**config.mk**
```make
export PLATFORM = sky130hd
export DESIGN_NAME = two_wire_master_transmitter
export DESIGN_NICKNAME = d
export VERILOG_FILES = /design/src/serial_master_pkg.sv /design/src/sync_two_flop.sv /design/src/two_wire_master_transmitter.sv
export SDC_FILE = /design/constraint.sdc
export NUM_CORES = 1
export LEC_CHECK = 0
export BUFFER_PORTS_ARGS = -buffer_cell sky130_fd_sc_hd__buf_2
export CELL_PAD_IN_SITES_DETAIL_PLACEMENT = 1
export CELL_PAD_IN_SITES_GLOBAL_PLACEMENT = 2
export CORE_MARGIN = 2
export CORE_UTILIZATION = 39
export DETAILED_ROUTE_END_ITERATION = 8
export HOLD_SLACK_MARGIN = 0.12
export PLACE_DENSITY = 0.81
export SLEW_MARGIN = 15
export SYNTH_ARGS = -nofsm -noshare
export SYNTH_HDL_FRONTEND = slang
export SYNTH_SLANG_ARGS = --single-unit
```
**constraint.sdc**
```tcl
create_clock -name clock_in -period 2.25 [get_ports clock_in]
set_input_delay 0.3375 -clock clock_in [delete_from_list [all_inputs] [get_ports clock_in]]
set_output_delay 0.3375 -clock clock_in [all_outputs]
set_load 0.005 [all_outputs]
```
**src/serial_master_pkg.sv**
```systemverilog
// constants, types and register map of the two-wire master transmitter
// assumes a 10 MHz system clock and a plain address/strobe register port
package serial_master_pkg;

    // register indices on the software port
    localparam logic [1:0] CTRL_IDX   = 2'h0;
    localparam logic [1:0] STATUS_IDX = 2'h1;
    localparam logic [1:0] DATA_IDX   = 2'h2;

    // control register bit positions
    localparam int FLAG_POS  = 7;
    localparam int ACK_POS   = 6;
    localparam int START_POS = 5;
    localparam int STOP_POS  = 4;
    localparam int WC_POS    = 3;
    localparam int EN_POS    = 2;

    // status codes, prescaler bits zero
    localparam logic [7:0] SC_START   = 8'h08;
    localparam logic [7:0] SC_RESTART = 8'h10;
    localparam logic [7:0] SC_AW_ACK  = 8'h18;
    localparam logic [7:0] SC_AW_NACK = 8'h20;
    localparam logic [7:0] SC_D_ACK   = 8'h28;
    localparam logic [7:0] SC_D_NACK  = 8'h30;
    localparam logic [7:0] SC_LOST    = 8'h38;
    localparam logic [7:0] SC_AR_ACK  = 8'h40;
    localparam logic [7:0] SC_AR_NACK = 8'h48;
    localparam logic [7:0] SC_NONE    = 8'hF8;
    localparam logic [7:0] STATUS_RST = 8'hF8;
    localparam logic [7:0] DATA_RST   = 8'hFF;

    // bus timing: quarter of a 100 kHz bit, least time, rounded up
    localparam int CLK_NS       = 100;
    localparam int QUARTER_NS   = 2500;
    localparam int QUARTER_CYC  = (QUARTER_NS + CLK_NS - 1) / CLK_NS;
    localparam int BYTE_BITS    = 8;

    // phase numbers within one bit
    localparam logic [1:0] PH_SETUP = 2'h0;
    localparam logic [1:0] PH_RISE  = 2'h1;
    localparam logic [1:0] PH_HIGH  = 2'h2;
    localparam logic [1:0] PH_FALL  = 2'h3;

    typedef enum logic [2:0] {
        ENG_IDLE  = 3'b000,
        ENG_START = 3'b001,
        ENG_BYTE  = 3'b010,
        ENG_ACK   = 3'b011,
        ENG_HOLD  = 3'b100,
        ENG_STOP  = 3'b101
    } engine_state_type;

    // control register as seen by software
    typedef struct packed {
        logic       flag;
        logic       ack_enable_bit;
        logic       start;
        logic       stop;
        logic       write_collision_bit;
        logic       enable;
        logic [1:0] unused;
    } ctrl_type;

    // synchronised bus line levels
    typedef struct packed {
        logic scl;
        logic sda;
    } lines_type;

endpackage : serial_master_pkg

```
**src/sync_two_flop.sv**
```systemverilog
// two flip-flop synchroniser for a vector of independent levels
// assumes the inputs are quasi-static compared to the clock
`timescale 1ns/1ns
`default_nettype none
module sync_two_flop #(
    parameter int WIDTH = 2,
    parameter logic [WIDTH-1:0] INIT = '1
) (
    input  wire logic             clock_in,   // system clock
    input  wire logic             resetn_in,  // async reset, active low
    input  wire logic [WIDTH-1:0] async_in,   // levels from outside
    output logic      [WIDTH-1:0] sync_out    // levels in clock domain
);
    logic [WIDTH-1:0] meta_ff;

    // first stage feeds only the second stage
    always_ff @(posedge clock_in or negedge resetn_in) begin
        if (!resetn_in) begin
            meta_ff  <= INIT;
            sync_out <= INIT;
        end else begin
            meta_ff  <= async_in;
            sync_out <= meta_ff;
        end
    end
endmodule : sync_two_flop
`default_nettype wire

```
**src/two_wire_master_transmitter.sv**
```systemverilog
// master transmitter of a byte-oriented two-wire serial interface
// assumes open-drain bus lines resolved outside, pulled up when released
`timescale 1ns/1ns
`default_nettype none
module two_wire_master_transmitter
    import serial_master_pkg::*;
#(
    parameter int QUARTER_CYCLES = QUARTER_CYC
) (
    input  wire logic       clock_in,   // system clock, 10 MHz
    input  wire logic       resetn_in,  // async reset, active low
    input  wire logic [1:0] addr_in,    // register index
    input  wire logic [7:0] wdata_in,   // write data
    input  wire logic       wr_in,      // write strobe
    input  wire logic       rd_in,      // read strobe
    output logic      [7:0] rdata_out,  // read data, cycle after strobe
    input  wire logic       scl_in,     // clock line level
    output logic            scl_out,    // clock line drive level
    output logic            scl_oe_out, // clock line pulled low
    input  wire logic       sda_in,     // data line level
    output logic            sda_out,    // data line drive level
    output logic            sda_oe_out  // data line pulled low
);
    // the stretch check and the synchroniser need two cycles per quarter
    if (QUARTER_CYCLES < 2) begin : g_quarter_check
        $error("QUARTER_CYCLES must be at least 2");
    end

    localparam int DIV_W = $clog2(QUARTER_CYCLES + 1);
    localparam logic [DIV_W-1:0] DIV_LAST = DIV_W'(QUARTER_CYCLES - 1);

    engine_state_type state_ff, nxt_state;
    ctrl_type         ctrl_ff;
    lines_type        lines_s, lines_prev_ff;
    logic [7:0]       status_ff, nxt_status, data_ff, shift_ff, nxt_shift;
    logic [1:0]       presc_ff, phase_ff, nxt_phase;
    logic [2:0]       bit_cnt_ff, nxt_bit_cnt;
    logic [DIV_W-1:0] div_ff;
    logic             tick_ff, busy_ff, is_addr_ff, nxt_is_addr, rw_ff, nxt_rw;
    logic             recv_mode_ff, nxt_recv_mode, restart_ff, nxt_restart;
    logic             flag_set, stop_done, lost;

    sync_two_flop #(.WIDTH(2), .INIT(2'b11)) u_sync (
        .clock_in  (clock_in),
        .resetn_in (resetn_in),
        .async_in  ({scl_in, sda_in}),
        .sync_out  (lines_s)
    );

    // register port decode
    wire wr_ctrl   = wr_in && (addr_in == CTRL_IDX);
    wire wr_status = wr_in && (addr_in == STATUS_IDX);
    wire wr_data   = wr_in && (addr_in == DATA_IDX);
    wire ctrl_type wr_ctrl_val = wdata_in;
    wire [7:0] ctrl_rd   = {ctrl_ff[7:2], 2'b00};
    wire [7:0] status_rd = {status_ff[7:3], 1'b0, presc_ff};
    wire [7:0] rd_mux = (addr_in == CTRL_IDX)   ? ctrl_rd :
                        (addr_in == STATUS_IDX) ? status_rd :
                        (addr_in == DATA_IDX)   ? data_ff : 8'h00;

    // bus condition detection on the synchronised lines
    wire bus_start_seen = lines_prev_ff.sda && !lines_s.sda && lines_s.scl;
    wire bus_stop_seen  = !lines_prev_ff.sda && lines_s.sda && lines_s.scl;
    // a slave holding the clock low stretches the high phase
    wire step = tick_ff && !(phase_ff == PH_HIGH && !lines_s.scl);
    wire go   = ctrl_ff.enable;

    // quarter-bit enable divider
    always_ff @(posedge clock_in or negedge resetn_in) begin
        if (!resetn_in) begin
            div_ff  <= '0;
            tick_ff <= 1'b0;
        end else begin
            div_ff  <= (div_ff == DIV_LAST) ? '0 : div_ff + 1'b1;
            tick_ff <= (div_ff == DIV_LAST);
        end
    end

    // bus busy between any START and STOP on the wires
    always_ff @(posedge clock_in or negedge resetn_in) begin
        if (!resetn_in) begin
            lines_prev_ff <= 2'b11;
            busy_ff       <= 1'b0;
        end else begin
            lines_prev_ff <= lines_s;
            if (bus_start_seen)
                busy_ff <= 1'b1;
            else if (bus_stop_seen)
                busy_ff <= 1'b0;
        end
    end

    // engine next state; pins change only on quarter-bit steps, except the release at once on disable
    always_comb begin
        nxt_state     = state_ff;
        nxt_phase     = phase_ff;
        nxt_status    = status_ff;
        nxt_shift     = shift_ff;
        nxt_bit_cnt   = bit_cnt_ff;
        nxt_is_addr   = is_addr_ff;
        nxt_rw        = rw_ff;
        nxt_recv_mode = recv_mode_ff;
        nxt_restart   = restart_ff;
        flag_set      = 1'b0;
        stop_done     = 1'b0;
        lost          = 1'b0;
        case (state_ff)
            ENG_IDLE: begin
                // waits for a free bus; flag must be cleared first
                if (go && ctrl_ff.start && !ctrl_ff.flag && !busy_ff && step) begin
                    nxt_state   = ENG_START;
                    nxt_phase   = PH_SETUP;
                    nxt_restart = 1'b0;
                end
            end
            ENG_START: begin
                if (step) begin
                    nxt_phase = phase_ff + 2'd1;
                    if (phase_ff == PH_FALL) begin
                        flag_set    = 1'b1;
                        nxt_status  = restart_ff ? SC_RESTART : SC_START;
                        nxt_is_addr = 1'b1;
                        nxt_state   = ENG_HOLD;
                    end
                end
            end
            ENG_HOLD: begin
                // one bus action per cleared flag; ack enable is not looked at
                if (!ctrl_ff.flag) begin
                    nxt_phase = PH_SETUP;
                    if (ctrl_ff.stop) begin
                        nxt_state = ENG_STOP;
                    end else if (ctrl_ff.start) begin
                        nxt_state   = ENG_START;
                        nxt_restart = 1'b1;
                    end else if (recv_mode_ff) begin
                        // receiving belongs to another block; report again
                        flag_set = 1'b1;
                    end else begin
                        nxt_state   = ENG_BYTE;
                        nxt_shift   = data_ff;
                        nxt_rw      = is_addr_ff ? data_ff[0] : rw_ff;
                        nxt_bit_cnt = 3'(BYTE_BITS - 1);
                    end
                end
            end
            ENG_BYTE: begin
                if (step) begin
                    nxt_phase = phase_ff + 2'd1;
                    // released one read back as zero: another master won
                    if (phase_ff == PH_HIGH && shift_ff[7] && !lines_s.sda) begin
                        lost        = 1'b1;
                        flag_set    = 1'b1;
                        nxt_status  = SC_LOST;
                        nxt_state   = ENG_IDLE;
                        nxt_is_addr = 1'b0;
                    end else if (phase_ff == PH_FALL) begin
                        nxt_shift   = {shift_ff[6:0], 1'b0};
                        nxt_bit_cnt = bit_cnt_ff - 3'd1;
                        if (bit_cnt_ff == 3'd0)
                            nxt_state = ENG_ACK;
                    end
                end
            end
            ENG_ACK: begin
                if (step) begin
                    nxt_phase = phase_ff + 2'd1;
                    if (phase_ff == PH_FALL) begin
                        flag_set    = 1'b1;
                        nxt_state   = ENG_HOLD;
                        nxt_is_addr = 1'b0;
                        // status picked from sampled ack held in shift bit 0
                        if (is_addr_ff && rw_ff) begin
                            nxt_recv_mode = 1'b1;
                            nxt_status    = shift_ff[0] ? SC_AR_NACK : SC_AR_ACK;
                        end else if (is_addr_ff) begin
                            nxt_recv_mode = 1'b0;
                            nxt_status    = shift_ff[0] ? SC_AW_NACK : SC_AW_ACK;
                        end else begin
                            nxt_status = shift_ff[0] ? SC_D_NACK : SC_D_ACK;
                        end
                    end else if (phase_ff == PH_HIGH) begin
                        nxt_shift = {7'h00, lines_s.sda};
                    end
                end
            end
            ENG_STOP: begin
                if (step) begin
                    nxt_phase = phase_ff + 2'd1;
                    if (phase_ff == PH_FALL) begin
                        stop_done     = 1'b1;
                        nxt_status    = SC_NONE;
                        nxt_state     = ENG_IDLE;
                        nxt_recv_mode = 1'b0;
                    end
                end
            end
            default: begin
                nxt_state = ENG_IDLE;
            end
        endcase
    end

    // pin drive per state and phase: enable high pulls the line low
    wire drive_bit = (state_ff == ENG_BYTE) ? !shift_ff[7] : 1'b0;
    wire sda_next =
        (state_ff == ENG_START) ? ((phase_ff == PH_HIGH) || (phase_ff == PH_FALL)) :
        (state_ff == ENG_STOP)  ? (phase_ff != PH_HIGH) && (phase_ff != PH_FALL) :
        (state_ff == ENG_BYTE)  ? drive_bit :
        (state_ff == ENG_HOLD)  ? sda_oe_out : 1'b0;
    // clock stays low across every data line change outside the START and STOP states, which move data with clock high; so no false START or STOP
    wire scl_hold_low = (phase_ff == PH_SETUP) && scl_oe_out;
    wire scl_next =
        (state_ff == ENG_IDLE)  ? 1'b0 :
        (state_ff == ENG_HOLD)  ? 1'b1 :
        (state_ff == ENG_STOP)  ? (phase_ff == PH_SETUP) :
        (state_ff == ENG_START) ? (phase_ff == PH_FALL) || scl_hold_low :
        (phase_ff == PH_FALL) || (phase_ff == PH_SETUP);

    // engine registers
    always_ff @(posedge clock_in or negedge resetn_in) begin
        if (!resetn_in) begin
            state_ff     <= ENG_IDLE;
            phase_ff     <= PH_SETUP;
            status_ff    <= STATUS_RST;
            shift_ff     <= '0;
            bit_cnt_ff   <= '0;
            is_addr_ff   <= 1'b0;
            rw_ff        <= 1'b0;
            recv_mode_ff <= 1'b0;
            restart_ff   <= 1'b0;
        end else if (!go) begin
            state_ff     <= ENG_IDLE;
            phase_ff     <= PH_SETUP;
            recv_mode_ff <= 1'b0;
        end else begin
            state_ff     <= nxt_state;
            phase_ff     <= nxt_phase;
            status_ff    <= nxt_status;
            shift_ff     <= nxt_shift;
            bit_cnt_ff   <= nxt_bit_cnt;
            is_addr_ff   <= nxt_is_addr;
            rw_ff        <= nxt_rw;
            recv_mode_ff <= nxt_recv_mode;
            restart_ff   <= nxt_restart;
        end
    end

    // line drivers, updated on steps, released at once when disabled or lost
    always_ff @(posedge clock_in or negedge resetn_in) begin
        if (!resetn_in) begin
            scl_oe_out <= 1'b0;
            sda_oe_out <= 1'b0;
        end else if (!go || lost) begin
            scl_oe_out <= 1'b0;
            sda_oe_out <= 1'b0;
        end else if (step || state_ff == ENG_HOLD || state_ff == ENG_IDLE) begin
            scl_oe_out <= scl_next;
            sda_oe_out <= sda_next;
        end
    end

    // open-drain: the driven level is always low
    assign scl_out = 1'b0;
    assign sda_out = 1'b0;

    // control register; hardware set of the flag beats a software clear
    always_ff @(posedge clock_in or negedge resetn_in) begin
        if (!resetn_in) begin
            ctrl_ff <= '0;
        end else begin
            if (wr_ctrl) begin
                ctrl_ff.ack_enable_bit <= wr_ctrl_val.ack_enable_bit;
                ctrl_ff.start          <= wr_ctrl_val.start;
                ctrl_ff.enable         <= wr_ctrl_val.enable;
            end
            if (flag_set)
                ctrl_ff.flag <= 1'b1;
            else if (wr_ctrl && wr_ctrl_val.flag)
                ctrl_ff.flag <= 1'b0;
            if (wr_ctrl)
                ctrl_ff.stop <= wr_ctrl_val.stop;
            else if (stop_done)
                ctrl_ff.stop <= 1'b0;
            if (wr_data)
                ctrl_ff.write_collision_bit <= !ctrl_ff.flag;
        end
    end

    // data and prescaler registers, read data
    always_ff @(posedge clock_in or negedge resetn_in) begin
        if (!resetn_in) begin
            data_ff   <= DATA_RST;
            presc_ff  <= '0;
            rdata_out <= '0;
        end else begin
            if (wr_data && ctrl_ff.flag)
                data_ff <= wdata_in;
            if (wr_status)
                presc_ff <= wdata_in[1:0];
            rdata_out <= rd_in ? rd_mux : 8'h00;
        end
    end
endmodule : two_wire_master_transmitter
`default_nettype wire

```
==> results.cfg, run 1 <==
[run_status]
status = finished, final reports clean

[clock_network]
path_clk_slew_ps = 80
clockRootBuffer = clkbuf_8
clk_path_buf_depth = 2
holdBufCountCts = 3
clkSinkCount = 63
post_cts_buffers = 0
cts.htree.levels = 3
post_cts_resized = 0
cts-buffers-inserted = 9
clk_latency_ps = 340
cts_tree = built

[critical_path]
critPathArrivalTime_ps = 2280
crit_required_ps = 2510
rr_worst_depth = 5
critical-path-max-stage-delay_ps = 730
cp_max_fo = 16
rr_endpoint = shift_ff[3]
crit_slowest_cell = dfrtp_1
reg2reg_slack_ps = 230
criticalPathCategory = reg2reg
crit_path_end = shift_ff[3]
rr_startpoint = state_ff[1]
path_cells = and2b_2, o2111ai_2, a21oi_4, nor2_1, a21oi_1
start_kind = flop
endpoint_kind = flop
crit_start = state_ff[1]

[power]
powerDensity_mw_per_mm2 = 1020
sequentialPowerShare_pct = 43.7
power.leakage_nw = 1.67
internal-power_mw = 2.60
pwr-share-comb_pct = 27.4
max-vdd-ir-drop_uv = 573
p_sw_share_pct = 34.3
clockPowerShare_pct = 28.9
p_switching_mw = 1.36

[grt]
grt.overflow.total = 0
track_usage_pct = 18.1
grt_max_degree = 38
grt_pass1_wl_um = 13600
antenna_found_initial = 0
grt_pass1_vias = 2604

[logic_synthesis]
synth_edf_count = 0
synth_simple_gate_area_share_pct = 19.3
ys_seq_elements = 63
synth.lib_cells_used.distinct = 61
synth_cells = 332
yosys_warnings = 0
syn_area_mm2 = 0.00339
syn_avg_cell_area_um2 = 10.2
synth_compound_area_share_pct = 15.2
yosysSeqAreaShare_pct = 47.2
yosys.area_share.adder_pct = 2.96
ys.flop_type = dfrtp_1
synthXorXnorAreaFrac_pct = 0.776
async_flop_share_pct = 100
synth_top_family_by_area = simple AND/OR/NAND/NOR gates
synth_mux_area_share_pct = 9.16

[min_path]
holdPathStages = 3
hp-class = in2reg
min_from = wdata_in[4]

[layout]
drive_above_1_share_pct = 28.4
layout_commonest_cell = dfrtp_1
antennaDiodeCount = 0
nets = 385
nFillCells = 931
most-common-layout-cells = dfrtp_1 (45), nand2_1 (32), o21ai_0 (28)
area_growth_pct = 14.1

[timing]
whs_ps = 234
relSlewSlack_pct = 56.3
skew_ps = 10.4
rsz0062_at_grt = false
tns_ps = 0
drv_slew = 0
fmax_ghz = 0.496
tightest_slew_ps = 655
period_minus_slack_ps = 2020
finalCritPeriodShare_pct = 89.7
hold_viol = 0
setup_viol = 0
layout_setup_ws_ps = 232

[floorplan]
io_pins = 28
die_h_um = 97.2
dieArea_mm2 = 0.00944
start_util_pct = 40.8
core_mm2 = 0.00830
fp-row-count = 33
die_w_um = 97.2

[route]
drc_errors = 0
routed_via_density = 5.36
wl_per_cell_um = 17.2
drtPass1Iterations = 4
wirelength_um = 8090
vias = 2525
final_antenna_net_count = 0
drtIter0Drc = 90

[placement]
place.gp.congestion = 0.823
port_buffers = 25
dp_hpwl_um = 5940
dp_slack_ps = 268

[job]
maxCapViolCount = 0
-- metrics by stage --
| step | cells | total power, mW | utilization [%] | cell area, µm² |
|---|---|---|---|---|
| 2_1_floorplan | 333 | 2.48 | - | 3390 |
| 3_3_place_gp | 452 | 2.79 | 43.5 | 3610 |
| 3_5_place_dp | 452 | 2.84 | 43.5 | 3610 |
| 4_1_cts | 471 | 3.99 | 46.6 | 3860 |
| 5_1_grt | 471 | 4.23 | 46.6 | 3860 |
| 6_report | 471 | 3.95 | 46.6 | 3860 |
-- worst max-delay path, delay by kind of cell, from the launching register on --
family             cells  cell delay, ps
AOI/OAI and AO/OA      3             760
DFF                    1             730
and+or+nand+nor        2             440
-- flip-flops by register name, summed over array words and instances, names as in the netlist, 2 cells and up --
signal and count:
presc_ff 2, rdata_out 8, phase_ff 2, u_sync.sync_out 2
ctrl_ff 5, div_ff 5, bit_cnt_ff 3, status_ff 5
state_ff 3, data_ff 8, u_sync.meta_ff 2, shift_ff 8
-- synthesized netlist by cell type, types with 2 or more instances --
cell type,count,area share [%]
nor2b_1,6,1.1
buf_4,5,1.1
nor2_1,17,1.9
nand2_1,32,3.5
nor3b_2,2,0.74
mux2i_1,13,3.8
dfrtp_1,45,33
nand3_1,6,0.89
a21boi_0,2,0.44
nor3_1,5,0.74
nand4_1,3,0.55
buf_2,8,1.2
a21oi_1,25,3.7
o21ai_0,28,4.1
buf_6,2,0.67
inv_1,16,1.8
a21oi_2,2,0.52
dfstp_2,18,14
ha_1,8,3.0
and3_1,3,0.55
a22oi_1,5,1.1
clkbuf_1,5,0.55
nand2b_1,2,0.37
nor2_2,2,0.37
nor3b_1,8,1.8
xnor2_1,2,0.52
mux2_2,16,5.3
and2_1,10,1.8
o2bb2ai_1,2,0.52
a41oi_1,2,0.52
a211oi_1,2,0.44
-- worst min path at each step --
stage	slack, ps	end
2_1_floorplan	40	bit_cnt_ff[0]
3_3_place_gp	350	u_sync.sync_out[1]
3_5_place_dp	350	u_sync.sync_out[0]
4_1_cts	230	data_ff[3]
5_1_grt	230	presc_ff[0]
6_report	230	ctrl_ff[4]
-- area by class of cell --
cell class,count,area [µm²],area share [%]
clock buffer,9,124,3.21
inverter,16,60.1,1.55
tap,105,131,3.40
timing repair buffer,37,235,6.09
multi-input combinational,234,1610,41.7
sequential,63,1600,41.4
clock inverter,7,103,2.66
-- kinds of logic after synthesis --
group | after synthesis
AND/OR/NAND/NOR | 112
AO/OA/AOI/OAI | 80
flip-flops | 63
buffers and inverters | 36
multiplexers | 29
adder cells (fa/ha/maj) | 8
XOR/XNOR | 3
other | 1
-- power by group through the flow --
stage	clock network (mW)	logic, mW	registers (mW)
6_report	1.14	1.08	1.73
3_5_place_dp	0	1.09	1.75
3_3_place_gp	0	1.06	1.74
2_1_floorplan	0	0.879	1.60
4_1_cts	1.17	1.10	1.73
5_1_grt	1.22	1.23	1.77
-- routing by layer --
layer / up-vias / GRT usage (%) / wire [µm]
met3: 10 / 3.09 / 212
met2: 33 / 29.3 / 3920
li1: 1217 / - / -
met1: 1265 / 25.0 / 3860
met4: 0 / 4.98 / 87
met5: - / 0 / 0
(Power assumes the default switching activity.)
==> run 2: changes to the inputs <==
--- a/config.mk
+++ b/config.mk
@@ -9,10 +9,11 @@
 export CELL_PAD_IN_SITES_DETAIL_PLACEMENT = 1
 export CELL_PAD_IN_SITES_GLOBAL_PLACEMENT = 2
 export CORE_MARGIN = 2
-export CORE_UTILIZATION = 39
+export CORE_UTILIZATION = 40
+export CTS_BUF_LIST = sky130_fd_sc_hd__clkbuf_4 sky130_fd_sc_hd__clkbuf_8
 export DETAILED_ROUTE_END_ITERATION = 8
 export HOLD_SLACK_MARGIN = 0.12
-export PLACE_DENSITY = 0.81
+export PLACE_DENSITY = 0.82
 export SLEW_MARGIN = 15
 export SYNTH_ARGS = -nofsm -noshare
 export SYNTH_HDL_FRONTEND = slang
==> results.cfg, run 2 (synthesized netlist as in run 1, its figures left out) <==
[run_status]
status = finished, final reports clean

[placement]
place_area_mm2 = 0.00361
place.gp.congestion = 0.826
port_buffers = 25
dp_hpwl_um = 5880

[floorplan]
io_pins = 28
start_util_pct = 41.2
dieArea_mm2 = 0.00922
fp-row-count = 33
core_mm2 = 0.00822
die_w_um = 96
die_h_um = 96

[job]
maxCapViolCount = 0

[layout]
antennaDiodeCount = 0
most-common-layout-cells = dfrtp_1 (45), nand2_1 (32), o21ai_0 (28)
area_growth_pct = 13.2
layout_commonest_cell = dfrtp_1
drive_above_1_share_pct = 28.4
finalInstanceArea_mm2 = 0.00383
nets = 385
reg_top3 = data_ff (8), rdata_out (8), shift_ff (8)

[critical_path]
critical-path-max-stage-delay_ps = 380
critPathTopFamily = simple AND/OR/NAND/NOR gates
crit_slowest_cell = dfrtp_1
cp_max_fo = 8
rr_endpoint = state_ff[2]
start_kind = flop
path_cells = inv_1, ha_1, nand2b_1, and2_1, o21ai_0, nand4b_1, mux2i_1
criticalPathCategory = reg2reg
critPathArrivalTime_ps = 2250
rr_startpoint = phase_ff[0]
crit_buf_inv = 1
reg2reg_slack_ps = 270
crit_required_ps = 2520
endpoint_kind = flop
rr_worst_depth = 7

[timing]
finalCritPeriodShare_pct = 87.9
fmax_ghz = 0.506
hold_viol = 0
tns_ps = 0
tightest_slew_ps = 524
period_minus_slack_ps = 1980
rsz0062_at_grt = false
relSlewSlack_pct = 65.1
drv_slew = 0
setup_viol = 0
skew_ps = 11.8

[grt]
antenna_found_initial = 0
grt_pass1_vias = 2686
grt_pass1_wl_um = 13600
grt_max_degree = 64
grt.overflow.total = 0
track_usage_pct = 19.4

[route]
routed.top_layer = met4
wl_per_cell_um = 17.2
drtIter0Drc = 113
routed_via_density = 5.39
met2WireLength_um = 3910
vias = 2539
wl_met1_um = 3920
met3_wirelength_um = 152
drc_errors = 0
drtPass1Iterations = 4
final_antenna_net_count = 0
wirelength_um = 8090

[min_path]
holdPathStages = 2
min_from = wdata_in[3]
holdPathEnd = data_ff[3]
hp-class = in2reg

[power]
internal-power_mw = 2.47
p_sw_share_pct = 35.4
max-vdd-ir-drop_uv = 602
powerDensity_mw_per_mm2 = 998
power.leakage_nw = 1.66
p_switching_mw = 1.35
pwr-share-comb_pct = 28.5
sequentialPowerShare_pct = 45.1
clockPowerShare_pct = 26.4

[clock_network]
clkSinkCount = 63
cts.htree.levels = 3
clk_path_buf_depth = 2
cts_tree = built
clk_latency_ps = 350
cts-buffers-inserted = 9
clockRootBuffer = clkbuf_8
post_cts_buffers = 0
path_clk_slew_ps = 80
run 2: cell types whose count changed in the layout (fill, tap and decap cells not counted), sizes merged:
cell | previous run | this run
clkinvlp | 1 | 2
clkinv | 1 | 3
inv | 19 | 17
bufinv | 2 | 1
run 2: metrics by stage:
| step | hold slack (ps) | utilization (%) | total power, mW | cells | setup WS (ps) |
|---|---|---|---|---|---|
| after floorplan | 41.9 | - | 2.48 | 333 | 536 |
| after global placement | 345 | 43.9 | 2.80 | 452 | 337 |
| after detailed placement | 347 | 43.9 | 2.84 | 452 | 295 |
| after CTS | 220 | 46.7 | 3.86 | 471 | 262 |
| after global routing | 225 | 46.7 | 4.09 | 471 | 49.6 |
| final | 231 | 46.7 | 3.82 | 471 | 273 |
run 2: how the worst max path moves through the flow:
stage / start / endpoint / slack (ps) / depth (start not counted)
final: phase_ff[0] / state_ff[2] / 270 / 7
after CTS: phase_ff[0] / state_ff[2] / 260 / 7
after detailed placement: phase_ff[0] / state_ff[2] / 300 / 7
after global routing: phase_ff[0] / state_ff[2] / 50 / 7
after global placement: phase_ff[0] / state_ff[2] / 340 / 7
after floorplan: phase_ff[0] / status_ff[4] / 540 / 8
run 2: power groups by stage:
| stage | clock [mW] | sequential, mW | combinational, mW |
|---|---|---|---|
| 4_1_cts | 1.03 | 1.73 | 1.10 |
| 3_3_place_gp | 0 | 1.73 | 1.07 |
| 2_1_floorplan | 0 | 1.60 | 0.879 |
| 6_report | 1.01 | 1.73 | 1.09 |
| 5_1_grt | 1.08 | 1.77 | 1.24 |
| 3_5_place_dp | 0 | 1.74 | 1.10 |
run 2: metal layers:
layer / vias up / GRT usage, %
li1: 1219 / -
met1: 1287 / 26.2
met2: 23 / 31.5
met3: 10 / 3.52
met4: 0 / 6.07
met5: - / 0
run 2: timing repair:
item,CTS,global route
hold buffers,3,0
endpoints found under the hold margin,47,0
endpoints found under the setup margin,0,0
resized for setup,0,0
run 2: layout make-up:
class,instances,area (µm²)
Timing Repair Buffer,37,235
Multi-Input combinational cell,234,1610
Sequential cell,63,1600
Inverter,16,60.1
Clock inverter,7,72.6
Clock buffer,9,124
Fill cell,950,4380
Tap cell,105,131
run 2: worst register-to-register path, stage by stage (launching register included):
cell	delay, ps
dfrtp_1	380
inv_1	110
ha_1	240
nand2b_1	220
and2_1	260
o21ai_0	300
nand4b_1	210
mux2i_1	190
